--- config.mk ---
export PLATFORM = sky130hd
export DESIGN_NAME = ira_top
export DESIGN_NICKNAME = d
export VERILOG_FILES = /design/src/rtl/ira_pkg.sv /design/src/rtl/ira_ext_flag.sv /design/src/rtl/ira_top.sv
export VERILOG_INCLUDE_DIRS = /design/src /design/src/rtl
export SDC_FILE = /design/constraint.sdc
export NUM_CORES = 1
export LEC_CHECK = 0
export ABC_CLOCK_PERIOD_IN_PS = 2270
export BUFFER_PORTS_ARGS = -buffer_cell sky130_fd_sc_hd__buf_4
export CAP_MARGIN = 20
export CORE_ASPECT_RATIO = 0.7
export CORE_MARGIN = 2
export CORE_UTILIZATION = 30
export DETAILED_ROUTE_END_ITERATION = 12
export PLACE_DENSITY_LB_ADDON = 0.12
export SLEW_MARGIN = 20
export SYNTH_ARGS = -nofsm -noshare
export SYNTH_HDL_FRONTEND = slang
export SYNTH_HIERARCHICAL = 1
export SYNTH_SLANG_ARGS = --single-unit
--- constraint.sdc ---
create_clock -name CLK -period 2.27 [get_ports CLK]
set_clock_uncertainty 0.15 [all_clocks]
set_input_delay 0.227 -clock CLK [delete_from_list [all_inputs] [get_ports CLK]]
set_output_delay 0.227 -clock CLK [all_outputs]
set_load 0.02 [all_outputs]
--- src/rtl/ira_cfg.svh ---
// Constants of the interrupt request aggregator: sizes, source numbers, codes and reset values.
`ifndef IRA_CFG_SVH
`define IRA_CFG_SVH

// ----------------------------------------------------------------------------
// Sizes
// ----------------------------------------------------------------------------
`define IRA_NUM_SRC 24
`define IRA_SRC_ID_W 5
`define IRA_PRIO_W 2
`define IRA_NUM_EXT 4
`define IRA_NUM_UART 4
`define IRA_NUM_TMR3 3
`define IRA_NUM_ARR_EVT 8
`define IRA_NUM_TWOWIRE 2
`define IRA_NUM_COMP 3
`define IRA_FLAG_W 55

// ----------------------------------------------------------------------------
// Source numbers, which are also the vector identifiers
// ----------------------------------------------------------------------------
`define IRA_SRC_EXT0 5'h00
`define IRA_SRC_TMR0 5'h01
`define IRA_SRC_EXT1 5'h02
`define IRA_SRC_TMR1 5'h03
`define IRA_SRC_UART0 5'h04
`define IRA_SRC_TMR2 5'h05
`define IRA_SRC_EXT2 5'h06
`define IRA_SRC_SPI 5'h07
`define IRA_SRC_ADC 5'h08
`define IRA_SRC_ARRAY 5'h09
`define IRA_SRC_SYSTEM 5'h0A
`define IRA_SRC_KEYPAD 5'h0B
`define IRA_SRC_TWOWIRE0 5'h0C
`define IRA_SRC_COMP0 5'h0D
`define IRA_SRC_UART1 5'h0E
`define IRA_SRC_EXT3 5'h0F
`define IRA_SRC_TMR3 5'h10
`define IRA_SRC_COMP1 5'h11
`define IRA_SRC_DMA 5'h12
`define IRA_SRC_COMP2 5'h13
`define IRA_SRC_UART2 5'h14
`define IRA_SRC_TMR4 5'h15
`define IRA_SRC_UART3 5'h16
`define IRA_SRC_TWOWIRE1 5'h17

// ----------------------------------------------------------------------------
// Comparator edge selection codes
// ----------------------------------------------------------------------------
`define IRA_EDGE_NONE 2'h0
`define IRA_EDGE_RISE 2'h1
`define IRA_EDGE_FALL 2'h2
`define IRA_EDGE_BOTH 2'h3

// ----------------------------------------------------------------------------
// Reset values
// ----------------------------------------------------------------------------
`define IRA_FLAGS_RST 55'h00_0000_0000_0000
`define IRA_REQ_RST 24'h00_0000
`define IRA_PRIO_RST 48'h0000_0000_0000

`endif

--- src/rtl/ira_pkg.sv ---
// Types shared by the interrupt request aggregator modules.
`include "ira_cfg.svh"

package ira_pkg;

  // --------------------------------------------------------------------------
  // Flag groups
  // --------------------------------------------------------------------------
  typedef struct packed {
    logic tx;
    logic rx;
  } ira_uart_t;

  typedef struct packed {
    logic low;
    logic ext;
    logic ovf;
  } ira_tmr3_t;

  typedef struct packed {
    logic smp;
    logic win;
    logic done;
  } ira_adc_t;

  typedef struct packed {
    logic stop_det;
    logic start_det;
    logic brk1;
    logic brk0;
    logic missing_clk;
    logic stack_warn;
    logic wdt;
    logic bo1;
    logic bo0;
    logic rtc;
  } ira_sys_t;

  typedef struct packed {
    logic tmr_b;
    logic tmr_a;
    logic done;
  } ira_dma_t;

  // All request flags held by the aggregator.
  typedef struct packed {
    logic [`IRA_NUM_EXT-1:0] ext;
    logic [1:0] tmr01;
    ira_uart_t [`IRA_NUM_UART-1:0] uart;
    ira_tmr3_t [`IRA_NUM_TMR3-1:0] tmr234;
    logic spi;
    ira_adc_t adc;
    logic arr_ovf;
    logic [`IRA_NUM_ARR_EVT-1:0] arr_evt;
    ira_sys_t sys;
    logic keypad;
    logic [`IRA_NUM_TWOWIRE-1:0] twowire;
    logic [`IRA_NUM_COMP-1:0] comp;
    ira_dma_t dma;
  } ira_flags_t;

  // --------------------------------------------------------------------------
  // Comparator edge selection
  // --------------------------------------------------------------------------
  typedef enum logic [1:0] {
    IRA_EDGE_NONE = `IRA_EDGE_NONE,
    IRA_EDGE_RISE = `IRA_EDGE_RISE,
    IRA_EDGE_BOTH = `IRA_EDGE_BOTH,
    IRA_EDGE_FALL = `IRA_EDGE_FALL
  } ira_edge_t;

  typedef logic [`IRA_PRIO_W-1:0] ira_prio_t;

endpackage

--- src/rtl/ira_ext_flag.sv ---
// Request flag of one external interrupt pin, level or transition activated.
`timescale 1ns/100ps
`default_nettype none

module ira_ext_flag
  import ira_pkg::*;
(
  // Clock and reset
  input wire logic clk,
  input wire logic resetn,
  input wire logic ce,
  // Pin and configuration
  input wire logic pin,
  input wire logic type_select,
  input wire logic polarity_invert,
  // Flag control
  input wire logic vec_clr,
  input wire logic sw_set,
  input wire logic sw_clr,
  // Flag state
  output logic flag_nxt,
  output logic flag
);

  logic active;
  logic active_q_r;
  logic edge_seen;
  logic edge_keep;

  // The pin is active low unless the polarity is inverted.
  assign active = polarity_invert ? pin : ~pin;
  assign edge_seen = active & ~active_q_r;
  assign edge_keep = flag & ~sw_clr & ~vec_clr;

  // In level mode the source controls the flag; a new edge wins over any clear.
  assign flag_nxt = type_select ? (edge_keep | edge_seen | sw_set) : (active | sw_set);

  always_ff @(posedge clk or negedge resetn)
  begin
    if (!resetn)
    begin
      active_q_r <= 1'b0;
      flag <= 1'b0;
    end
    else if (ce)
    begin
      active_q_r <= active;
      flag <= flag_nxt;
    end
  end

endmodule

`default_nettype wire

--- src/rtl/ira_top.sv ---
// Interrupt request aggregator: request flags, per-source requests, priorities.
//
// Overview of operation
// - Each external input is level or transition activated by its type bit.
// - Each external input sets its own request flag.
// - Vectoring clears external flag only in transition mode; level mode follows source.
// - DMA request is channel done OR either DMA timer flag; no auto clear.
// - Timer 0/1 flags set on rollover, cleared when their vector is taken.
// - Serial port 0 request is receive OR transmit; software clears both.
// - Serial ports 1 to 3 combine receive and transmit like port 0.
// - Timer 2 request ORs overflow, external, and low byte in split mode.
// - Timers 3 and 4 requests are built exactly like timer 2.
// - SPI flag set on transfer done, kept through vectoring.
// - ADC request from done, window and sample flags; no auto clear.
// - Counter array request ORs base overflow and eight module event flags.
// - System request ORs the ten system flags; none cleared on vectoring.
// - Routing enable adds serial port 0 transmit flag to system request.
// - Keypad flag set on pattern match, not cleared on vectoring.
// - Each two-wire port flag set on new bus state, kept on vectoring.
// - Comparator flags set on selected output edge, kept on vectoring.
// - Software set and clear act on every flag exactly like hardware.
// - Type bit 0 is low level, 1 falling edge; invert gives high/rising.
// - A request passes only with global enable and its own enable set.
// - Each source carries a two-bit priority; 11 highest, 00 lowest.
`timescale 1ns/100ps
`default_nettype none

`include "ira_cfg.svh"

module ira_top
  import ira_pkg::*;
(
  // Clock, reset and clock enable
  input wire logic CLK,
  input wire logic RESETN,
  input wire logic CE,
  // External interrupt pins and their configuration
  input wire logic [`IRA_NUM_EXT-1:0] EXT_IRQ_PIN,
  input wire logic [`IRA_NUM_EXT-1:0] EXT_TYPE_SELECT,
  input wire logic [`IRA_NUM_EXT-1:0] EXT_POLARITY_INVERT,
  // Peripheral event pulses, one per flag
  input wire ira_flags_t HW_SET,
  // Software flag writes, one-cycle pulses
  input wire ira_flags_t SW_SET,
  input wire ira_flags_t SW_CLR,
  // Source modifiers
  input wire logic [`IRA_NUM_TMR3-1:0] SPLIT_MODE,
  input wire logic UART0_TX_TO_SYSTEM_ROUTE_ENABLE,
  input wire logic [`IRA_NUM_COMP-1:0] COMP_OUT,
  input wire ira_edge_t [`IRA_NUM_COMP-1:0] COMP_EDGE_SEL,
  // Enables and priorities
  input wire logic GLOBAL_IRQ_ENABLE,
  input wire logic [`IRA_NUM_SRC-1:0] SRC_ENABLE,
  input wire logic [`IRA_NUM_SRC-1:0] PRIO_HIGH,
  input wire logic [`IRA_NUM_SRC-1:0] PRIO_LOW,
  // Vector taken by the core
  input wire logic VEC_TAKE,
  input wire logic [`IRA_SRC_ID_W-1:0] VEC_ID,
  // Flag state and requests
  output ira_flags_t FLAGS,
  output logic [`IRA_NUM_SRC-1:0] IRQ_REQ,
  output ira_prio_t [`IRA_NUM_SRC-1:0] IRQ_PRIO,
  output logic IRQ_PEND
);

  // --------------------------------------------------------------------------
  // Helper functions
  // --------------------------------------------------------------------------

  // Next value of a block of flags; any set wins over any clear.
  function automatic logic [`IRA_FLAG_W-1:0] flag_upd(
    input logic [`IRA_FLAG_W-1:0] cur,
    input logic [`IRA_FLAG_W-1:0] set,
    input logic [`IRA_FLAG_W-1:0] clr
  );
    flag_upd = (cur & ~clr) | set;
  endfunction

  // Combined request of a three-flag timer.
  function automatic logic tmr3_req(
    input ira_tmr3_t f,
    input logic split
  );
    tmr3_req = f.ovf | f.ext | (f.low & split);
  endfunction

  // Edge detection on one comparator output.
  function automatic logic comp_edge(
    input logic cur,
    input logic prev,
    input ira_edge_t sel
  );
    logic rise;
    logic fall;
    rise = cur & ~prev;
    fall = ~cur & prev;
    case (sel)
      IRA_EDGE_RISE: comp_edge = rise;
      IRA_EDGE_FALL: comp_edge = fall;
      IRA_EDGE_BOTH: comp_edge = rise | fall;
      default: comp_edge = 1'b0;
    endcase
  endfunction

  // --------------------------------------------------------------------------
  // Declarations
  // --------------------------------------------------------------------------
  ira_flags_t flags_r;
  ira_flags_t flags_nxt;
  ira_flags_t set_vec;
  ira_flags_t clr_vec;
  ira_flags_t upd_vec;
  logic [`IRA_NUM_COMP-1:0] comp_q_r;
  logic [`IRA_NUM_COMP-1:0] comp_hit;
  logic [`IRA_NUM_EXT-1:0] ext_vec_clr;
  logic [`IRA_NUM_EXT-1:0] ext_flag_nxt;
  logic [`IRA_NUM_EXT-1:0] ext_flag;
  logic [1:0] tmr01_vec_clr;
  logic [`IRA_NUM_SRC-1:0] src_raw;
  logic [`IRA_NUM_SRC-1:0] req_nxt;
  ira_prio_t [`IRA_NUM_SRC-1:0] prio_nxt;
  logic [`IRA_NUM_SRC-1:0] req_r;
  ira_prio_t [`IRA_NUM_SRC-1:0] prio_r;
  logic pend_r;
  logic vec_is_ext0;
  logic vec_is_ext1;
  logic vec_is_ext2;
  logic vec_is_ext3;
  logic vec_is_tmr0;
  logic vec_is_tmr1;
  logic sys_any;
  logic uart0_tx_routed;

  // --------------------------------------------------------------------------
  // Vector decode
  // --------------------------------------------------------------------------
  // Automatic clears happen in the cycle the vector is taken.
  assign vec_is_ext0 = VEC_TAKE & (VEC_ID == `IRA_SRC_EXT0);
  assign vec_is_ext1 = VEC_TAKE & (VEC_ID == `IRA_SRC_EXT1);
  assign vec_is_ext2 = VEC_TAKE & (VEC_ID == `IRA_SRC_EXT2);
  assign vec_is_ext3 = VEC_TAKE & (VEC_ID == `IRA_SRC_EXT3);
  assign vec_is_tmr0 = VEC_TAKE & (VEC_ID == `IRA_SRC_TMR0);
  assign vec_is_tmr1 = VEC_TAKE & (VEC_ID == `IRA_SRC_TMR1);

  assign ext_vec_clr = {vec_is_ext3, vec_is_ext2, vec_is_ext1, vec_is_ext0};
  assign tmr01_vec_clr = {vec_is_tmr1, vec_is_tmr0};

  // --------------------------------------------------------------------------
  // External interrupt flags
  // --------------------------------------------------------------------------
  genvar gi;
  generate
    for (gi = 0; gi < `IRA_NUM_EXT; gi = gi + 1)
    begin : g_ext
      ira_ext_flag u_ext (
        .clk(CLK),
        .resetn(RESETN),
        .ce(CE),
        .pin(EXT_IRQ_PIN[gi]),
        .type_select(EXT_TYPE_SELECT[gi]),
        .polarity_invert(EXT_POLARITY_INVERT[gi]),
        .vec_clr(ext_vec_clr[gi]),
        .sw_set(SW_SET.ext[gi]),
        .sw_clr(SW_CLR.ext[gi]),
        .flag_nxt(ext_flag_nxt[gi]),
        .flag(ext_flag[gi])
      );
    end
  endgenerate

  // --------------------------------------------------------------------------
  // Comparator edge detection
  // --------------------------------------------------------------------------
  generate
    for (gi = 0; gi < `IRA_NUM_COMP; gi = gi + 1)
    begin : g_comp
      assign comp_hit[gi] = comp_edge(COMP_OUT[gi], comp_q_r[gi], COMP_EDGE_SEL[gi]);
    end
  endgenerate

  always_ff @(posedge CLK or negedge RESETN)
  begin
    if (!RESETN)
      comp_q_r <= '0;
    else if (CE)
      comp_q_r <= COMP_OUT;
  end

  // --------------------------------------------------------------------------
  // Flag set and clear vectors
  // --------------------------------------------------------------------------
  // Hardware events and software set pulses share one path, as do software
  // clears and automatic clears, so software acts exactly like hardware.
  always_comb
  begin
    set_vec = HW_SET | SW_SET;
    set_vec.comp = HW_SET.comp | SW_SET.comp | comp_hit;
    set_vec.ext = '0;
    clr_vec = SW_CLR;
    // Besides transition-mode external flags, only the timer 0 and timer 1 overflow flags are cleared on vectoring.
    clr_vec.tmr01 = SW_CLR.tmr01 | tmr01_vec_clr;
    clr_vec.ext = '0;
  end

  // Every other flag keeps its value through vectoring.
  assign upd_vec = flag_upd(flags_r, set_vec, clr_vec);

  always_comb
  begin
    flags_nxt = upd_vec;
    flags_nxt.ext = ext_flag_nxt;
  end

  always_ff @(posedge CLK or negedge RESETN)
  begin
    if (!RESETN)
      flags_r <= `IRA_FLAGS_RST;
    else if (CE)
      flags_r <= flags_nxt;
  end

  // --------------------------------------------------------------------------
  // Per-source request combination
  // --------------------------------------------------------------------------
  assign uart0_tx_routed = flags_nxt.uart[0].tx & UART0_TX_TO_SYSTEM_ROUTE_ENABLE;
  assign sys_any = (|flags_nxt.sys) | uart0_tx_routed;

  assign src_raw[`IRA_SRC_EXT0] = flags_nxt.ext[0];
  assign src_raw[`IRA_SRC_TMR0] = flags_nxt.tmr01[0];
  assign src_raw[`IRA_SRC_EXT1] = flags_nxt.ext[1];
  assign src_raw[`IRA_SRC_TMR1] = flags_nxt.tmr01[1];
  assign src_raw[`IRA_SRC_UART0] = flags_nxt.uart[0].rx | flags_nxt.uart[0].tx;
  assign src_raw[`IRA_SRC_TMR2] = tmr3_req(flags_nxt.tmr234[0], SPLIT_MODE[0]);
  assign src_raw[`IRA_SRC_EXT2] = flags_nxt.ext[2];
  assign src_raw[`IRA_SRC_SPI] = flags_nxt.spi;
  assign src_raw[`IRA_SRC_ADC] = |flags_nxt.adc;
  assign src_raw[`IRA_SRC_ARRAY] = flags_nxt.arr_ovf | (|flags_nxt.arr_evt);
  assign src_raw[`IRA_SRC_SYSTEM] = sys_any;
  assign src_raw[`IRA_SRC_KEYPAD] = flags_nxt.keypad;
  assign src_raw[`IRA_SRC_TWOWIRE0] = flags_nxt.twowire[0];
  assign src_raw[`IRA_SRC_COMP0] = flags_nxt.comp[0];
  assign src_raw[`IRA_SRC_UART1] = flags_nxt.uart[1].rx | flags_nxt.uart[1].tx;
  assign src_raw[`IRA_SRC_EXT3] = flags_nxt.ext[3];
  assign src_raw[`IRA_SRC_TMR3] = tmr3_req(flags_nxt.tmr234[1], SPLIT_MODE[1]);
  assign src_raw[`IRA_SRC_COMP1] = flags_nxt.comp[1];
  assign src_raw[`IRA_SRC_DMA] = |flags_nxt.dma;
  assign src_raw[`IRA_SRC_COMP2] = flags_nxt.comp[2];
  assign src_raw[`IRA_SRC_UART2] = flags_nxt.uart[2].rx | flags_nxt.uart[2].tx;
  assign src_raw[`IRA_SRC_TMR4] = tmr3_req(flags_nxt.tmr234[2], SPLIT_MODE[2]);
  assign src_raw[`IRA_SRC_UART3] = flags_nxt.uart[3].rx | flags_nxt.uart[3].tx;
  assign src_raw[`IRA_SRC_TWOWIRE1] = flags_nxt.twowire[1];

  // --------------------------------------------------------------------------
  // Enables and priority levels
  // --------------------------------------------------------------------------
  assign req_nxt = GLOBAL_IRQ_ENABLE ? (src_raw & SRC_ENABLE) : '0;

  generate
    for (gi = 0; gi < `IRA_NUM_SRC; gi = gi + 1)
    begin : g_prio
      assign prio_nxt[gi] = {PRIO_HIGH[gi], PRIO_LOW[gi]};
    end
  endgenerate

  // Requests are formed from the next flag state, so they line up with FLAGS.
  always_ff @(posedge CLK or negedge RESETN)
  begin
    if (!RESETN)
    begin
      req_r <= `IRA_REQ_RST;
      prio_r <= `IRA_PRIO_RST;
      pend_r <= 1'b0;
    end
    else if (CE)
    begin
      req_r <= req_nxt;
      prio_r <= prio_nxt;
      pend_r <= |req_nxt;
    end
  end

  // --------------------------------------------------------------------------
  // Outputs
  // --------------------------------------------------------------------------
  assign FLAGS = flags_r;
  assign IRQ_REQ = req_r;
  assign IRQ_PRIO = prio_r;
  assign IRQ_PEND = pend_r;

endmodule

`default_nettype wire

# Yosys cells after proc, flatten, opt, wreduce, memory -nomap -nowiden
# Index checks and enable logic that the tools add are counted.
[op_classes]
bitwise_logic = 85
n_reduce_logical = 6
n_eq_ne = 14
n_mux = 12
[ops]
columns = ["op", "n"]
rows = [
  ["51-bit bitwise OR", 2],
  ["51-bit bitwise AND", 1],
  ["51-bit inverter", 1],
  ["1-bit bitwise AND", 28],
  ["1-bit bitwise OR", 27],
  ["24-bit bitwise AND", 1],
  ["24-bit two-way mux", 1],
  ["24-bit OR reduction", 1],
  ["1-bit inverter", 22],
  ["2-bit equality test (second input constant)", 6],
  ["5-bit by 2-bit equality test with 1-bit output (second input constant)", 2],
  ["10-bit OR reduction", 1],
  ["1-bit one-hot mux with 3 select lines", 3],
  ["1-bit two-way mux", 8],
  ["8-bit OR reduction", 1],
  ["2-bit by 1-bit equality test with 1-bit output (second input constant)", 3],
  ["3-bit bitwise OR", 2],
  ["3-bit OR reduction", 2],
  ["5-bit by 1-bit equality test with 1-bit output (second input constant)", 1],
  ["5-bit by 3-bit equality test with 1-bit output (second input constant)", 1],
  ["5-bit by 4-bit equality test with 1-bit output (second input constant)", 1],
  ["5-bit zero test", 1],
  ["2-bit bitwise OR", 1],
]
[word_totals]
word_cells = 193
reg_bits = 139
output_inout_bits = 128

# Longest topological paths before layout
[logic_depth]
word_depth = 11
depth_mapped = 11

# Cells and area by module
# The synthesis kept the hierarchy.
[modules_own_cells]
columns = ["module", "seq_area_each_um2", "instances", "area_each_um2", "cells_each"]
rows = [
  ["ira_top", 3278.1, 1, 5980.7, 576],
  ["ira_ext_flag", 50.0, 4, 107.6, 12],
]

# Worst setup path after synthesis
# OpenSTA, ideal clock, no wires.
[synth_path]
path_kind = "input to register"
from = "input port VEC_ID[3]"
to = "register pend_r, in the netlist IRQ_PEND"
path_buffers = 0
setup_slack_ps = 318
t_arrival_ps = 1662
path_stages = 11
required_ps = 1980
setup_ps = 140
cell_sequence = "or4b_4 > nor3_1 > nor3b_1 > nand2_1 > nand2_1 > nand2_1 > nand4_1 > nor2_1 > nand3_1 > o21ai_0 > a41oi_1"
[synth_via]
elab_chain_cells = 10
word_cells_on_any_way = 39
classes_between = "eq/ne: 5; mux: 5; bitwise: 27; reduce/logical: 2"
[synth_lines]
columns = ["item", "line", "source"]
rows = [
  ["from (decl)", "ira_top.sv:58", "input wire logic [`IRA_SRC_ID_W-1:0] VEC_ID,"],
  ["5-bit zero test (no source line)", "-", ""],
  ["1-bit bitwise AND", "ira_top.sv:138", "assign vec_is_ext0 = VEC_TAKE & (VEC_ID == `IRA_SRC_EXT0);"],
  ["via vec_is_ext0", "ira_top.sv:125", "logic vec_is_ext0;"],
  ["1-bit inverter", "ira_ext_flag.sv:33", "assign edge_keep = flag & ~sw_clr & ~vec_clr;"],
  ["1-bit bitwise AND", "ira_ext_flag.sv:33", ""],
  ["1-bit bitwise OR (2 in series)", "ira_ext_flag.sv:36", "assign flag_nxt = type_select ? (edge_keep | edge_seen | sw_set) : (active | sw_set);"],
  ["1-bit two-way mux", "ira_ext_flag.sv:36", ""],
  ["via ext_flag_nxt[0]", "ira_top.sv:116", "logic [`IRA_NUM_EXT-1:0] ext_flag_nxt;"],
  ["24-bit bitwise AND", "ira_top.sv:256", "assign req_nxt = GLOBAL_IRQ_ENABLE ? (src_raw & SRC_ENABLE) : '0;"],
  ["24-bit two-way mux", "ira_top.sv:256", ""],
  ["24-bit OR reduction", "ira_top.sv:278", "pend_r <= |req_nxt;"],
  ["to (signal assigned)", "ira_top.sv:278", ""],
  ["to (decl)", "ira_top.sv:124", "logic pend_r;"],
]
# The timed path passes the listed nets, and every way through them passes these cells.
# A chain may end at the register's enable or synchronous reset.

# Worst setup path after layout
[layout_path]
from = "input port COMP_OUT[0]"
to = "register flags_r (netlist bit FLAGS[3])"
[layout_via]
elab_chain_cells = 6
word_cells_on_any_way = 7
classes_between = "mux: 1; bitwise: 6"
[layout_lines]
columns = ["item", "line", "source"]
rows = [
  ["from (decl)", "ira_top.sv:49", "input wire logic [`IRA_NUM_COMP-1:0] COMP_OUT,"],
  ["1-bit inverter", "ira_top.sv:96", "fall = ~cur & prev;"],
  ["1-bit bitwise AND", "ira_top.sv:96", ""],
  ["1-bit bitwise OR", "ira_top.sv:100", "IRA_EDGE_BOTH: comp_edge = rise | fall;"],
  ["1-bit one-hot mux with 3 select lines (*)", "ira_top.sv:97", "case (sel)"],
  ["3-bit bitwise OR (*)", "ira_top.sv:197", "set_vec.comp = HW_SET.comp | SW_SET.comp | comp_hit;"],
  ["51-bit bitwise OR (*)", "ira_top.sv:76", "flag_upd = (cur & ~clr) | set;"],
  ["to (signal assigned)", "ira_top.sv:217", "flags_r <= `IRA_FLAGS_RST;"],
  ["to (signal assigned)", "ira_top.sv:219", "flags_r <= flags_nxt;"],
  ["to (decl)", "ira_top.sv:108", "ira_flags_t flags_r;"],
]
# Every way passes the cells marked *; elsewhere a longest branch is shown, timed or not.

==> metrics.log <==
[metrics] unrepaired setup endpoints after global routing: false
[metrics] hold crit path type: primary input to register
[metrics] Num Clock Sinks: 139
[metrics] # fillers: 1822
[metrics] Power per Cell Area: 610 mW/mm2
[metrics] Final Net Count: 1485
[metrics] Horiz. Die Dim: 179 um
[metrics] layout cells sized above 1: 42.2%
[metrics] Area growth syn-to-layout: 89.9%
[metrics] Worst setup SP type: primary input
[metrics] sequential fraction of the synthesis area: 54.3%
[metrics] overall fraction of global-route tracks in use: 21.3%
[metrics] top_reg_cell synth: sky130_fd_sc_hd__dfrtp_1
[metrics] Worst path top cell family by delay: buffers and inverters
[metrics] floorplan die area: 0.0226 mm2
[metrics] outcome: completed
[metrics] category of the worst setup path capture point: register
[metrics] number of warnings printed during yosys synthesis: 6
[metrics] cell count after placement: 1281
[metrics] largest cells by area after synthesis: sky130_fd_sc_hd__dfrtp_1 (54%), sky130_fd_sc_hd__mux2_2 (13%), sky130_fd_sc_hd__nand2_1 (5.4%), sky130_fd_sc_hd__inv_1 (3.5%), sky130_fd_sc_hd__o21ai_0 (3.0%)
[metrics] asr flop ratio synth: 100%
[metrics] Via-to-Cell Ratio: 4.50
[metrics] Final WS setup: 0.114 ns
[metrics] number of max-slew violations in the final report: 0
[metrics] setup fix buffers added after clock tree synthesis: 0
[metrics] largest driver fanout on the critical path: 3
[metrics] Post-Route Setup TNS: 0 ns
[metrics] port buffer count: 395
[metrics] Final Routed Wirelength: 24000 um
[metrics] antenna violations before repair: 0
[metrics] crit-path most repeated cell: sky130_fd_sc_hd__dlygate4sd3_1
[metrics] worst-path cell with the longest stage delay: sky130_fd_sc_hd__dlygate4sd3_1
[metrics] post-synth cell types: 37
[metrics] num ports: 400
[metrics] number of clock buffers inserted by TritonCTS: 17
[metrics] final-report setup violation count: 0
[metrics] synthesized area per cell: 10.3 um2
[metrics] worst-skew pair later-pin latency: 0.42 ns
[metrics] slowest cell delay on critical path: 0.56 ns
[metrics] achievable clock frequency: 464 MHz
[metrics] CTS tree: yes
[metrics] Static Leak: 0.00579 uW
[metrics] Vert. Die Dim: 126 um
[metrics] Placed Instance Area: 0.00976 mm2
[metrics] largest net degree at the start of global routing: 77
[metrics] number of diodes added for antenna fixing: 0
[metrics] flip-flop and latch count after synthesis: 139
[metrics] EDFF count, synth: 0
[metrics] final standard cell area without fillers: 0.0122 mm2
[metrics] ordered list of cells on the worst path: dlygate4sd3_1 > buf_4 > inv_1 > ha_1 > nand2b_1 > a31oi_2 > nor4_1 > dlygate4sd3_1 > a21oi_1
[metrics] post-place setup slack: -0.0642 ns
[metrics] placer's final routability congestion estimate: 0.844
[metrics] Finished Core Util: 58.3%
[metrics] number of standard cells after synthesis: 624
[metrics] # DRC: 0
[metrics] Cell Area, Synth: 0.00641 mm2
[metrics] Max IR drop VDD: 364 uV
[metrics] WL per Instance: 16.0 um
[metrics] worst relative slew slack: 67.8%
[metrics] area share of the largest cell type after synthesis: 54.3%
[metrics] leading area contributor after synthesis: sky130_fd_sc_hd__dfrtp_1
[metrics] Final ANT Viol Nets: 0
[metrics] WP data arrival: 2.34 ns
[metrics] clock slew at reported path FFs: 0.06 ns
[metrics] Worst Tran Pin Value: 0.476 ns
[metrics] global-route wire length before repair: 37300 um
[metrics] Commonest cells post-synth: sky130_fd_sc_hd__dfrtp_1 (139), sky130_fd_sc_hd__nand2_1 (93), sky130_fd_sc_hd__mux2_2 (72)
[metrics] max capacitance violation total: 0
[metrics] number of standard cells in the layout, taps in and fillers out: 1496
[metrics] final critical-path share of the clock period: 95.0%
[metrics] core region area: 0.0209 mm2
[metrics] Crit Path Category: primary input to register
[metrics] clock period minus final worst setup slack: 2.16 ns
[metrics] most repeated cell in the gate-level netlist after synthesis: sky130_fd_sc_hd__dfrtp_1
[metrics] root buffer cell: sky130_fd_sc_hd__clkbuf_16
[metrics] number of buffers between clock root and the deepest sink: 2
[metrics] via count: 6735
[metrics] overall overflow remaining after global route: 0
[metrics] starting density of the core: 30.7%
[metrics] crit path buf inv count: 4
[metrics] Worst Path Required: 2.46 ns
[metrics] maximum level of the CTS H-tree: 4
[metrics] first-pass iteration count of the detailed router: 4
[metrics] via count of the first global-routing pass: 7113
[metrics] total nets after synthesis: 902
[metrics] Final Hold Viols: 0
[metrics] count of routing violations after the opening detailed-route iteration: 254
[metrics] number of rows created at floorplan: 44
[metrics] half-perimeter wire length after placement: 17500 um
-- per-stage QoR --
stage / hold slack, ns / power (uW)
4_1_cts: 0.00106 / 7510
3_3_place_gp: -0.0710 / 4500
2_1_floorplan: -0.219 / 3560
3_5_place_dp: -0.0699 / 4510
6_report: 0.00675 / 7420
5_1_grt: 0.0322 / 7800
-- placed cells by master (no fill, tap or decap), drive strengths merged --
| cell | instances |
|---|---|
| buf | 404 |
| dlygate4sd3 | 183 |
| dfrtp | 139 |
| nand2 | 93 |
| mux2 | 72 |
| inv | 67 |
| o21ai | 42 |
| nor2 | 35 |
| a21oi | 31 |
| a211oi | 24 |
| clkbuf | 18 |
| nor2b | 13 |
| o22ai | 11 |
| a31oi | 9 |
| nor3b | 7 |
| nor3 | 6 |
| nor4 | 6 |
| o311a | 6 |
| ha | 6 |
| o31ai | 5 |
| nand2b | 4 |
| nand3 | 4 |
| nand4 | 4 |
| xnor2 | 4 |
| clkinv | 3 |
| clkinvlp | 3 |
| o41ai | 3 |
| nand3b | 2 |
| o211ai | 2 |
| or2 | 2 |
| o221ai | 2 |
| a22o | 2 |
| nor4b | 2 |
| or4b | 1 |
| and4 | 1 |
| a22oi | 1 |
| a2bb2oi | 1 |
| and4b | 1 |
| a41oi | 1 |
-- final timing paths --
| kind | slack, ns | to | start | cells after the start |
|---|---|---|---|---|
| hold reg to reg | 0.36 | IRQ_PRIO[8] | IRQ_PRIO[8] | 1 |
| min in group asynchronous | 0.07 | FLAGS[28] | RESETN | 2 |
| hold / removal | 0.007 | FLAGS[44] | HW_SET[44] | 3 |
| max in group asynchronous | 1.22 | IRQ_REQ[15] | RESETN | 3 |
| setup reg to reg | 0.16 | IRQ_PEND | FLAGS[31] | 6 |
| setup / recovery | 0.11 | FLAGS[3] | COMP_OUT[0] | 9 |
-- logic make-up after synthesis --
family                   count (synthesis)  share of synthesized area, %
AND/OR/NAND/NOR                        181                          13.0
AO/OA/AOI/OAI                          140                          13.6
flip-flops                             139                          54.3
buffers and inverters                   82                          4.80
multiplexers                            72                          12.6
adder cells (fa/ha/maj)                  6                          1.17
XOR/XNOR                                 4                         0.546
-- repair_timing --
action,CTS,global route
resized for setup,0,3
hold buffers,183,0
hold endpoints to repair,250,0
setup endpoints to repair,0,1
-- state kept, by name, indices dropped and copies added (netlist names) --
| signal | count |
|---|---|
| FLAGS | 55 |
| IRQ_PRIO | 48 |
| IRQ_REQ | 24 |
| g_ext.u_ext/active_q_r | 4 |
| g_ext.u_ext/flag | 4 |
| comp_q_r | 3 |
| IRQ_PEND | 1 |
-- final cells by class --
class	count	area, um2	share of cell area, %
timing repair buffer	587	4920	40.4
sequential	139	3480	28.6
inverter	59	221	1.82
clock inverter	14	124	1.02
tap	276	345	2.84
clock buffer	18	439	3.61
multi-input combinational	403	2640	21.7
-- worst register-to-register path, stage by stage (launching register included) --
cell,delay (ns)
sky130_fd_sc_hd__dfrtp_1,0.39
sky130_fd_sc_hd__nor2b_1,0.15
sky130_fd_sc_hd__o311a_1,0.35
sky130_fd_sc_hd__nor4b_1,0.28
sky130_fd_sc_hd__nor3b_2,0.30
sky130_fd_sc_hd__and4b_1,0.24
sky130_fd_sc_hd__a41oi_1,0.11
-- metal layers --
layer / global-route usage (%) / vias to the layer above / wire, um
met5: 0 / - / 0
li1: - / 3344 / -
met3: 7.07 / 23 / 2130
met1: 24.9 / 3130 / 9560
met2: 37.5 / 238 / 11900
met4: 5.55 / 0 / 350
-- power by group --
group          internal, uW  switching, uW  leakage (uW)  total (uW)
registers              2710            143       0.00157        2850
logic                  1050            847       0.00395        1900
clock network          1470           1200      0.000269        2660
Note: power is estimated with default switching activity, not from simulation.
